==> config.mk <==
export PLATFORM = sky130hd
export DESIGN_NAME = hdfs_port_ctrl
export DESIGN_NICKNAME = d
export VERILOG_FILES = /design/src/inc/hdfs_pkg.sv /design/src/verilog/hdfs_port_ctrl.sv
export SDC_FILE = /design/constraint.sdc
export NUM_CORES = 1
export LEC_CHECK = 0
export BUFFER_PORTS_ARGS = -buffer_cell sky130_fd_sc_hd__buf_4
export CAP_MARGIN = 25
export CORE_MARGIN = 5
export CORE_UTILIZATION = 25
export CTS_CLUSTER_SIZE = 10
export DETAILED_ROUTE_END_ITERATION = 6
export RECOVER_POWER = 100
export SLEW_MARGIN = 20
export SYNTH_ARGS = -nofsm -noshare
export SYNTH_HDL_FRONTEND = slang
export SYNTH_SLANG_ARGS = --single-unit
==> constraint.sdc <==
create_clock -name clk_sys -period 7.2 [get_ports clk_sys]
set_clock_uncertainty 0.1 [all_clocks]
set_input_delay 0.72 -clock clk_sys [delete_from_list [all_inputs] [get_ports clk_sys]]
set_output_delay 0.72 -clock clk_sys [all_outputs]
set_load 0.02 [all_outputs]
==> src/inc/hdfs_pkg.sv <==
package hdfs_pkg;
    localparam int unsigned NUM_PORTS = 7;
    localparam int unsigned ADDR_W    = 8;

    // Register offsets (byte addresses on the plain register port).
    localparam logic [7:0] OFF_RESUME_STATUS  = 8'h4e;
    localparam logic [7:0] OFF_SUSPEND        = 8'h4d;
    localparam logic [7:0] OFF_SE0_STATUS     = 8'h4f;
    localparam logic [7:0] OFF_DIFF_DATA      = 8'h50;
    localparam logic [7:0] OFF_FORCE_LOW_LO   = 8'h51;
    localparam logic [7:0] OFF_FORCE_LOW_HI   = 8'h52;
    localparam logic [7:0] OFF_DRIVE_CODE_LO  = 8'h4b;
    localparam logic [7:0] OFF_DRIVE_CODE_HI  = 8'h4c;

    localparam logic [7:0] RESET_VALUE        = 8'h00;
    localparam logic [7:0] FORCE_LOW_HI_MASK  = 8'h3f;
    localparam logic [7:0] PORT_BITS_MASK     = 8'h7f;
    localparam int unsigned REMOTE_WAKE_BIT   = 7;

    typedef enum logic [1:0] {
        HDFS_DRIVE_NORMAL = 2'h0,
        HDFS_DRIVE_DIFF1  = 2'h1,
        HDFS_DRIVE_DIFF0  = 2'h2,
        HDFS_DRIVE_SE0    = 2'h3
    } hdfs_drive_type;

    // One downstream pin pair: output levels, enables, slew control.
    typedef struct packed {
        logic dp_out;
        logic dm_out;
        logic dp_oe;
        logic dm_oe;
        logic edge_ctrl;
    } hdfs_pin_type;

    typedef struct packed {
        logic [ADDR_W-1:0] addr;
        logic [7:0]        wdata;
        logic              wr;
        logic              rd;
    } hdfs_bus_type;
endpackage

==> src/verilog/hdfs_port_ctrl.sv <==
`timescale 1ns/10ps
`default_nettype none
// Function
// RL1 - Two-bit drive code forces port lines
// RL2 - Per-pin force-low bit drives pin low
// RL3 - Force-low pins skip edge rate shaping
// RL4 - Force-low holds pins during chip suspend
// RL5 - Firmware may force SE0 while unconfigured
// RL6 - Force-low register bit layout per port
// RL7 - Data readback reports differential state only
// RL8 - Data readback holds value during SE0
// RL9 - SE0 and data readback cleared by resets
// RL10 - SE0 status bits per port, bit7 zero
// RL11 - Data bits show D+ above D-
// RL12 - Firmware marks selectively suspended ports
// RL13 - Repeater blocks traffic to suspended ports
// RL14 - Port resume reflected, flagged, interrupt raised
// RL15 - Disconnect clears selective suspend bit
// RL16 - Bit7 gates resume on connect events
// RL17 - Remote wakeup resume always propagated
// RL18 - Suspend and resume registers reset
// RL19 - Resume bits set by hardware, cleared
// RL20 - Firmware disables port before forcing
// RL21 - Drive code uses speed edge control
// RL22 - Force-low overrides drive code
module hdfs_port_ctrl (
    input  wire logic                                  clk_sys,
    input  wire logic                                  rst_n,
    input  wire logic                                  usb_bus_reset,
    input  wire logic                                  chip_suspend,
    input  wire hdfs_pkg::hdfs_bus_type                bus_in,
    output logic [7:0]                                 bus_rdata,
    input  wire logic [hdfs_pkg::NUM_PORTS-1:0]        line_dp_in,
    input  wire logic [hdfs_pkg::NUM_PORTS-1:0]        line_dm_in,
    input  wire logic [hdfs_pkg::NUM_PORTS-1:0]        port_disconnect,
    input  wire logic [hdfs_pkg::NUM_PORTS-1:0]        port_connect,
    input  wire logic [hdfs_pkg::NUM_PORTS-1:0]        port_remote_wake,
    input  wire logic [hdfs_pkg::NUM_PORTS-1:0]        rep_dp_out,
    input  wire logic [hdfs_pkg::NUM_PORTS-1:0]        rep_dm_out,
    input  wire logic [hdfs_pkg::NUM_PORTS-1:0]        rep_oe,
    input  wire logic [hdfs_pkg::NUM_PORTS-1:0]        rep_resume,
    output hdfs_pkg::hdfs_pin_type [hdfs_pkg::NUM_PORTS-1:0] port_pin,
    output logic                                       hub_irq,
    output logic                                       upstream_resume
);

    localparam int unsigned NP = hdfs_pkg::NUM_PORTS;

    logic          rst_sync1_reg;
    logic          rst_sync2_reg;
    logic          rst_i_n;

    // Reset is applied at once but released through two flops, so no flop
    // leaves reset on an edge that the others miss.
    always_ff @(posedge clk_sys or negedge rst_n) begin
        if (!rst_n) begin
            rst_sync1_reg <= 1'b0;
            rst_sync2_reg <= 1'b0;
        end else begin
            rst_sync1_reg <= 1'b1;
            rst_sync2_reg <= rst_sync1_reg;
        end
    end
    assign rst_i_n = rst_sync2_reg;

    // Two-stage synchronisers for pin-side inputs.
    logic [NP-1:0] dp_s1_reg;
    logic [NP-1:0] dp_s2_reg;
    logic [NP-1:0] dm_s1_reg;
    logic [NP-1:0] dm_s2_reg;
    logic [NP-1:0] disc_s1_reg;
    logic [NP-1:0] disc_s2_reg;
    logic [NP-1:0] conn_s1_reg;
    logic [NP-1:0] conn_s2_reg;
    logic [NP-1:0] wake_s1_reg;
    logic [NP-1:0] wake_s2_reg;
    logic          bres_s1_reg;
    logic          bres_s2_reg;

    always_ff @(posedge clk_sys or negedge rst_i_n) begin
        if (!rst_i_n) begin
            dp_s1_reg   <= '0;
            dp_s2_reg   <= '0;
            dm_s1_reg   <= '0;
            dm_s2_reg   <= '0;
            disc_s1_reg <= '0;
            disc_s2_reg <= '0;
            conn_s1_reg <= '0;
            conn_s2_reg <= '0;
            wake_s1_reg <= '0;
            wake_s2_reg <= '0;
            bres_s1_reg <= 1'b0;
            bres_s2_reg <= 1'b0;
        end else begin
            dp_s1_reg   <= line_dp_in;
            dp_s2_reg   <= dp_s1_reg;
            dm_s1_reg   <= line_dm_in;
            dm_s2_reg   <= dm_s1_reg;
            disc_s1_reg <= port_disconnect;
            disc_s2_reg <= disc_s1_reg;
            conn_s1_reg <= port_connect;
            conn_s2_reg <= conn_s1_reg;
            wake_s1_reg <= port_remote_wake;
            wake_s2_reg <= wake_s1_reg;
            bres_s1_reg <= usb_bus_reset;
            bres_s2_reg <= bres_s1_reg;
        end
    end

    // Synchronised USB bus reset; it clears status but not the drive controls.
    logic bus_reset;
    assign bus_reset = bres_s2_reg;

    // Register write decode.
    // Writes land at the edge that samples the strobe.
    function automatic logic wr_hit(input hdfs_pkg::hdfs_bus_type b, input logic [7:0] off);
        wr_hit = b.wr && (b.addr == off);
    endfunction

    // Drive code registers: bus reset does not clear them.
    // Firmware clears them itself before the chip enters suspend, and marks
    // a port disabled before forcing it, so the repeater stays out of the way.
    logic [7:0] drive_lo_reg;
    logic [7:0] drive_hi_reg;

    always_ff @(posedge clk_sys or negedge rst_i_n) begin
        if (!rst_i_n) begin
            drive_lo_reg <= hdfs_pkg::RESET_VALUE;
            drive_hi_reg <= hdfs_pkg::RESET_VALUE;
        end else begin
            if (wr_hit(bus_in, hdfs_pkg::OFF_DRIVE_CODE_LO)) begin
                drive_lo_reg <= bus_in.wdata;
            end
            if (wr_hit(bus_in, hdfs_pkg::OFF_DRIVE_CODE_HI)) begin
                drive_hi_reg <= bus_in.wdata & hdfs_pkg::FORCE_LOW_HI_MASK;
            end
        end
    end

    // Force-low registers: D- of port n at bit 2(n-1), D+ above it.
    // The top two bits of the upper register are reserved and read as zero.
    logic [7:0] force_lo_reg;
    logic [7:0] force_hi_reg;

    always_ff @(posedge clk_sys or negedge rst_i_n) begin
        if (!rst_i_n) begin
            force_lo_reg <= hdfs_pkg::RESET_VALUE;
            force_hi_reg <= hdfs_pkg::RESET_VALUE;
        end else begin
            if (wr_hit(bus_in, hdfs_pkg::OFF_FORCE_LOW_LO)) begin
                force_lo_reg <= bus_in.wdata; // RL6
            end
            if (wr_hit(bus_in, hdfs_pkg::OFF_FORCE_LOW_HI)) begin
                force_hi_reg <= bus_in.wdata & hdfs_pkg::FORCE_LOW_HI_MASK; // RL6
            end
        end
    end

    logic [2*NP-1:0] force_bits;
    logic [2*NP-1:0] drive_bits;
    assign force_bits = {force_hi_reg[5:0], force_lo_reg};
    assign drive_bits = {drive_hi_reg[5:0], drive_lo_reg};

    // Line state sensing.
    // Both lines low is SE0; exactly one line high is a differential state.
    logic [NP-1:0] se0_now;
    logic [NP-1:0] diff_valid;
    assign se0_now    = ~dp_s2_reg & ~dm_s2_reg;
    assign diff_valid = dp_s2_reg ^ dm_s2_reg;

    // SE0 status follows the line every cycle; data only follows a
    // differential state, so it keeps the value from before an SE0.
    logic [NP-1:0] se0_reg;
    logic [NP-1:0] diff_reg;

    always_ff @(posedge clk_sys or negedge rst_i_n) begin
        if (!rst_i_n) begin
            se0_reg  <= '0;
            diff_reg <= '0;
        end else if (bus_reset) begin
            se0_reg  <= '0; // RL9
            diff_reg <= '0; // RL9
        end else begin
            se0_reg <= se0_now; // RL10
            for (int i = 0; i < NP; i++) begin
                // Only a differential state updates; SE0 and SE1 hold.
                if (diff_valid[i]) begin
                    diff_reg[i] <= dp_s2_reg[i]; // RL7 RL8 RL11
                end
            end
        end
    end

    // Suspend and resume state.
    logic [NP-1:0] susp_reg;
    // The wakeup enable bit shares the suspend register as its top bit.
    logic          wake_en_reg;
    logic [NP-1:0] resume_reg;
    logic [NP-1:0] port_k;
    logic [NP-1:0] resume_evt;
    // A suspended port showing K, or a remote wakeup, is a resume request.
    assign port_k     = ~dp_s2_reg & dm_s2_reg;
    assign resume_evt = susp_reg & (port_k | wake_s2_reg);

    // Remote wakeup from a suspended port always goes upstream; a connect or
    // disconnect only does so when the wakeup enable bit is set.
    logic          wake_resume;
    logic          change_resume;
    logic [NP-1:0] port_change;
    assign port_change   = conn_s2_reg | disc_s2_reg;
    assign wake_resume   = |(wake_s2_reg & susp_reg); // RL17
    assign change_resume = wake_en_reg & chip_suspend & (|port_change); // RL16

    // A disconnect drops the suspend mark even when firmware writes the
    // register in the same cycle, so a stale mark never outlives the device.

    always_ff @(posedge clk_sys or negedge rst_i_n) begin
        if (!rst_i_n) begin
            susp_reg    <= '0;
            wake_en_reg <= 1'b0;
        end else if (bus_reset) begin
            susp_reg    <= '0; // RL18
            wake_en_reg <= 1'b0; // RL18
        end else begin
            if (wr_hit(bus_in, hdfs_pkg::OFF_SUSPEND)) begin
                susp_reg    <= bus_in.wdata[NP-1:0] & ~disc_s2_reg; // RL15
                wake_en_reg <= bus_in.wdata[hdfs_pkg::REMOTE_WAKE_BIT];
            end else begin
                susp_reg <= susp_reg & ~disc_s2_reg; // RL15
            end
        end
    end

    always_ff @(posedge clk_sys or negedge rst_i_n) begin
        if (!rst_i_n) begin
            resume_reg <= '0;
        end else if (bus_reset) begin
            // Resume bits follow the suspend mark: clearing the mark clears them.
            resume_reg <= '0; // RL18
        end else begin
            // A new resume event wins over the clear from suspend.
            resume_reg <= (resume_reg & susp_reg) | resume_evt; // RL19
        end
    end

    always_ff @(posedge clk_sys or negedge rst_i_n) begin
        if (!rst_i_n) begin
            hub_irq         <= 1'b0;
            upstream_resume <= 1'b0;
        end else begin
            // The hub interrupt follows every resume event; the wakeup bit never gates it.
            hub_irq         <= |resume_evt; // RL14 RL17
            upstream_resume <= wake_resume | change_resume; // RL16 RL17
        end
    end

    // Pin drive per port.
    // Builds the pin outputs of one port from its controls.
    function automatic hdfs_pkg::hdfs_pin_type pin_drive(
        input logic [1:0] code, input logic fl_dm, input logic fl_dp,
        input logic susp, input logic resume,
        input logic rdp, input logic rdm, input logic roe);
        hdfs_pkg::hdfs_pin_type p;
        p = '0;
        case (hdfs_pkg::hdfs_drive_type'(code)) // RL1
            hdfs_pkg::HDFS_DRIVE_DIFF1: begin
                p.dp_out = 1'b1;
                p.dp_oe  = 1'b1;
                p.dm_oe  = 1'b1;
            end
            hdfs_pkg::HDFS_DRIVE_DIFF0: begin
                p.dm_out = 1'b1;
                p.dp_oe  = 1'b1;
                p.dm_oe  = 1'b1;
            end
            hdfs_pkg::HDFS_DRIVE_SE0: begin
                p.dp_oe = 1'b1;
                p.dm_oe = 1'b1;
            end
            default: begin
                if (susp) begin
                    // Reflect K back to a port that asked for resume.
                    p.dm_out = resume; // RL14 RL13
                    p.dp_oe  = resume;
                    p.dm_oe  = resume;
                end else begin
                    p.dp_out = rdp;
                    p.dm_out = rdm;
                    p.dp_oe  = roe;
                    p.dm_oe  = roe;
                end
            end
        endcase
        // Drive-code forcing keeps the normal USB edge rate; force-low does not.
        p.edge_ctrl = p.dp_oe | p.dm_oe; // RL21
        // Force-low wins over the drive code, suspend and the repeater.
        if (fl_dp) begin
            p.dp_out    = 1'b0; // RL2 RL22
            p.dp_oe     = 1'b1;
            p.edge_ctrl = 1'b0; // RL3
        end
        if (fl_dm) begin
            p.dm_out    = 1'b0; // RL2 RL22
            p.dm_oe     = 1'b1;
            p.edge_ctrl = 1'b0; // RL3
        end
        pin_drive = p;
    endfunction

    // Per-port views of the packed force fields.
    logic [NP-1:0] fl_dm_bits;
    logic [NP-1:0] fl_dp_bits;
    logic [NP-1:0] rep_oe_eff;
    logic [NP-1:0] resume_drive;

    always_comb begin
        for (int i = 0; i < NP; i++) begin
            fl_dm_bits[i] = force_bits[2*i]; // RL6
            fl_dp_bits[i] = force_bits[2*i+1]; // RL6
        end
    end

    // The repeater enable is dropped for a suspended port whose rep_resume is set.
    assign rep_oe_eff   = rep_oe & (~rep_resume | ~susp_reg); // RL13
    assign resume_drive = resume_reg | resume_evt; // RL14

    // Force-low keeps acting regardless of chip_suspend.
    always_ff @(posedge clk_sys or negedge rst_i_n) begin
        if (!rst_i_n) begin
            port_pin <= '0;
        end else begin
            for (int i = 0; i < NP; i++) begin
                port_pin[i] <= pin_drive(drive_bits[2*i +: 2], fl_dm_bits[i], // RL4
                                         fl_dp_bits[i], susp_reg[i],
                                         resume_drive[i],
                                         rep_dp_out[i], rep_dm_out[i],
                                         rep_oe_eff[i]);
            end
        end
    end

    // Read views with the reserved top bits held at zero; the suspend view carries the wakeup enable there.
    logic [7:0] se0_rd;
    logic [7:0] diff_rd;
    logic [7:0] resume_rd;
    logic [7:0] susp_rd;
    assign se0_rd    = {1'b0, se0_reg}; // RL10
    assign diff_rd   = {1'b0, diff_reg}; // RL11
    assign resume_rd = {1'b0, resume_reg}; // RL19
    assign susp_rd   = {wake_en_reg, susp_reg}; // RL16

    // Unmapped offsets and idle cycles read as zero, so the port never
    // shows stale data outside the cycle after a read strobe.
    // Read port: data valid the cycle after the strobe.
    always_ff @(posedge clk_sys or negedge rst_i_n) begin
        if (!rst_i_n) begin
            bus_rdata <= hdfs_pkg::RESET_VALUE;
        end else if (bus_in.rd) begin
            case (bus_in.addr)
                hdfs_pkg::OFF_SE0_STATUS:    bus_rdata <= se0_rd; // RL10
                hdfs_pkg::OFF_DIFF_DATA:     bus_rdata <= diff_rd; // RL11
                hdfs_pkg::OFF_FORCE_LOW_LO:  bus_rdata <= force_lo_reg;
                hdfs_pkg::OFF_FORCE_LOW_HI:  bus_rdata <= force_hi_reg;
                hdfs_pkg::OFF_SUSPEND:       bus_rdata <= susp_rd;
                hdfs_pkg::OFF_RESUME_STATUS: bus_rdata <= resume_rd;
                hdfs_pkg::OFF_DRIVE_CODE_LO: bus_rdata <= drive_lo_reg;
                hdfs_pkg::OFF_DRIVE_CODE_HI: bus_rdata <= drive_hi_reg;
                default:                     bus_rdata <= hdfs_pkg::RESET_VALUE;
            endcase
        end else begin
            bus_rdata <= hdfs_pkg::RESET_VALUE;
        end
    end

endmodule
`default_nettype wire

# == Word level (Yosys, flattened, before mapping) ==
# Cells that the tools add are included.
# Widths: inputs -> output; s select.
# totals
latch_bits,0
out_inout_bits,45
rom_bits,0
elab_cells,248
memories,0
ff_bits,176
ram_bits,0
in_bits,85
# classes
eq_ne,29
shift,0
n_reduce_logical,37
mul,0
div_mod_pow,0
n_bitwise,29
order_cmp,0
n_mux,86
n_addsub,0
# op_table
cell,count
$eq 8x7->1 const B,8
$pmux 8 s8,1
$and 7x7->7,8
$mux 1,44
$mux 7,5
$not 7->7,5
$or 7x7->7,5
$eq 2x2->1 const B,14
$mux 2,14
$pmux 1 s2,14
$reduce_or 2->1,14
$mux 3,7
$reduce_or 3->1,7
$reduce_or 7->1,3
$reduce_bool 2->1,8
$eq 2x1->1 const B,7
$mux 8,1
$or 1x1->1,8
$xor 7x7->7,1
$logic_and 1x1->1,5
$and 1x1->1,2

# == Longest topological paths before layout ==
# depth
word_depth,10
ltp_mapped,6
depth_no_buf,6

# == Worst setup path before layout ==
# OpenSTA, ideal clock, no wires.
# synth_path
path_kind,input-to-reg
from,input bus_in[15] in the netlist's numbering
to,register susp_reg[1]
arrival_ps,2112
stages,6
path_buffers,2
required_ps,6964
path_slack_ps,4852
setup_time_ps,136
cell_sequence,or3b_1 -> buf_6 -> or4b_1 -> buf_2 -> mux2i_1 -> nor3_1
# synth_via
elab_chain_len,4
# synth_rtl
element,line,text
start: declaration,hdfs_port_ctrl.sv:31,"input wire hdfs_pkg::hdfs_bus_type bus_in,"
$eq 8x7->1,hdfs_port_ctrl.sv:117,wr_hit = b.wr && (b.addr == off);
$logic_and 1x1->1,hdfs_port_ctrl.sv:117,
$mux 7,hdfs_port_ctrl.sv:225,"if (wr_hit(bus_in, hdfs_pkg::OFF_SUSPEND)) begin"
$mux 7,hdfs_port_ctrl.sv:221,end else if (bus_reset) begin
end signal: assignment,hdfs_port_ctrl.sv:226,susp_reg <= bus_in.wdata[NP-1:0] & ~disc_s2_reg;
end signal: assignment,hdfs_port_ctrl.sv:229,susp_reg <= susp_reg & ~disc_s2_reg;
end: declaration,hdfs_port_ctrl.sv:195,logic [NP-1:0] susp_reg;
# No other way between the ends.
# A chain may end at the register's enable or synchronous reset.

# == Worst setup path in the final report ==
# layout_path
from,input bus_in[15] in the netlist's numbering
to,register drive_lo_reg[7]
# layout_via
elab_chain_len,2
# layout_rtl
element,line,text
$eq 8x7->1,hdfs_port_ctrl.sv:117,
$logic_and 1x1->1,hdfs_port_ctrl.sv:117,
end signal: assignment,hdfs_port_ctrl.sv:128,drive_lo_reg <= hdfs_pkg::RESET_VALUE;
end signal: assignment,hdfs_port_ctrl.sv:132,drive_lo_reg <= bus_in.wdata;
end: declaration,hdfs_port_ctrl.sv:123,logic [7:0] drive_lo_reg;
# No other way between the ends.

==> flow_summary.toml <==
[die]
coreArea_sq_um = 25300
io_pins = 130
die_w_um = 170
die_h_um = 170
rows = 58
dieArea_sq_um = 29100
start_util_pct = 25.5

[drt]
drt-initial-drc-count = 215
wl_mm = 15.7
antenna_left = 0
routed_via_density = 4.19
dr.pass1.iters = 4
vias = 3888
wl_per_cell_um = 16.9
route.detailed.drc = 0

[global_routing]
grt_pass1_vias = 4061
grt_max_degree = 70
grt_use_total_pct = 11.1
grt_pass1_wl_mm = 24.1
antenna_found_initial = 0
overflow = 0

[logic_synthesis]
avgSynthCellArea_sq_um = 14.2
ys_seq_area_share_pct = 68.4
syn_area_sq_um = 6440
synthCells = 453
async_flop_share_pct = 100
synthFlopType = "dfrtp_1"
synth_fp_nets = 552
synth_warnings = 0
synth.distinct_cells = 42
ys_ff_latch = 176
synth-edff-count = 0

[sta]
rsz0062_at_grt = "false"
finalSetupViolations = 0
worstMarginPinSlew_ns = 1.79
slew_headroom_pct = -20.2
final_hold_viol_count = 0
tns_ns = 0
hold-worst-slack_ns = 0.246
report.final.slew_viol_count = 53
finalCritPeriodShare_pct = 44.5
post-route-min-period_ns = 3.21
max_freq_mhz = 312

[cells_and_area]
layout_commonest_cell = "dfrtp_1"
n_fill_cell = 2576
largest_reg_flops = 35
fin_util_pct = 32.3
regMostFlops = "port_pin"
finalNonFillerCells = 928
seq_area_sq_um = 4400
final_nets = 685
drive_gt1_share_pct = 23.9
multi_input_area_sq_um = 1860
antenna_cells = 0
syn_to_final_growth_pct = 26.5
final_cell_mix = "176 x dfrtp_1, 49 x clkbuf_1, 41 x buf_4"

[critical_path]
worstSetupPathType = "primary input to flop"
crit_required_ns = 7.40
cp.arrival_ns = 3.41
crit_path_cell_trace = "clkbuf_4 > or3b_1 > nor4_1 > nand2_4 > mux2_2"
path_max_fanout = 9
critical_path.slowest_cell = "nor4_1"
end_kind = "flop"
worstSetupStartpointType = "primary input"
max_stage_delay_ns = 1.47

[place]
dp_hpwl_mm = 11.8
gp_congestion = 0.789
placedCellCount = 896
port_buffers = 122

[cts]
clock_latency_ns = 0.42
cts_buffer_depth = 2
cts_tree = "done"
post_cts_resized = 0
cts_setup_buffers = 0
cts_max_level = 4
cts.reportedPaths.clkPinSlew_ns = 0.07
cts.sinks = 176
cts_buffers = 17
hold_buffers = 1
root_buffer = "clkbuf_16"

[run]
cap_viol_max_count = 2

[pwr]
pwr-share-seq_pct = 48.6
pwr-share-comb_pct = 6.7
p_leak_nw = 3.78
power.density_nw_per_um2 = 271
p_int_mw = 1.69
switching_share_pct = 23.4
pwr-share-clk_pct = 44.7
p_switching_mw = 0.517
peakVddDrop_mv = 0.142

[outcome]
violations = "capacitance limit, slew limit"
outcome = "finished with violations"

[min_path]
hp-class = "flop to flop"
## through the flow
stage	cell area, sq um	setup slack (ns)	power, mW
final	8150	3.99	2.21
after detailed placement	7730	4.38	1.26
after global placement	7730	4.41	1.26
after floorplan	6440	1.83	1.17
after global routing	8150	3.78	2.30
after CTS	8370	4.84	2.26
## kinds of logic after synthesis
group,Yosys count,synth area share (%)
AOI/OAI and AO/OA,61,6.08
buffers and inverters,33,2.10
and+or+nand+nor,110,9.91
other,1,0.0582
muxes,58,10.7
adders and majority gates,14,2.72
DFF,176,68.4
## worst max-delay path, delay by kind of cell
kind,cells,cell delay [ns]
multiplexers,1,0.38
buffers and inverters,1,0.10
AND/OR/NAND/NOR,3,2.21
## layer usage
| layer | vias up | global-route usage, % | wire length, um |
|---|---|---|---|
| met4 | 0 | 2.71 | 74 |
| met3 | 5 | 3.39 | 857 |
| met5 | - | 0 | 0 |
| li1 | 1851 | - | - |
| met1 | 1915 | 15.4 | 7410 |
| met2 | 117 | 17.3 | 7390 |
## synth_stat cells, types with 2 or more instances
cell type	instances	area share [%]
buf_2	3	0.23
nor3_1	29	2.3
or2_2	2	0.19
nor3b_1	2	0.23
nand2_1	9	0.52
ha_1	14	2.7
mux2_2	28	4.9
mux4_2	6	2.1
mux2i_1	24	3.7
dfrtp_1	176	68
a211oi_1	7	0.82
o31ai_1	6	0.70
inv_1	22	1.3
nor2b_1	8	0.78
nand3_1	2	0.16
a21oi_1	23	1.8
nand2_2	2	0.19
o21ai_0	7	0.54
nor4_1	3	0.29
o2bb2ai_1	6	0.82
a22oi_1	9	1.0
nand4_1	3	0.29
clkbuf_1	6	0.35
nor2_1	19	1.1
nand2b_1	20	1.9
## power by group through the flow
stage | Combinational, mW | Clock, mW | Sequential, mW
after floorplan | 0.0558 | 0 | 1.11
after global placement | 0.168 | 0 | 1.09
after detailed placement | 0.169 | 0 | 1.09
after CTS | 0.170 | 1.02 | 1.08
after global routing | 0.166 | 1.06 | 1.08
final | 0.148 | 0.986 | 1.07
## worst paths after layout
path	to	from	cells after the start	slack [ns]
worst max-delay path	drive_lo_reg[7]	bus_in[15]	5	3.99
worst min-delay path	bres_s2_reg	bres_s1_reg	0	0.25
worst max register to register	port_pin[19]	rst_i_n	1	4.68
worst min register to register	bres_s2_reg	bres_s1_reg	0	0.25
max in group asynchronous	port_pin[19]	rst_i_n	1	4.68
min in group asynchronous	rst_i_n	rst_n	2	0.51
## layout make-up
class	count	share of cell area [%]
multi-input cells	244	22.8
clock inverters	13	2.44
flip-flops and latches	176	54.1
clock buffers	18	5.27
repair buffers	125	9.34
well taps	330	5.07
inverters	22	1.01
Power figures use the tool's default switching activity.
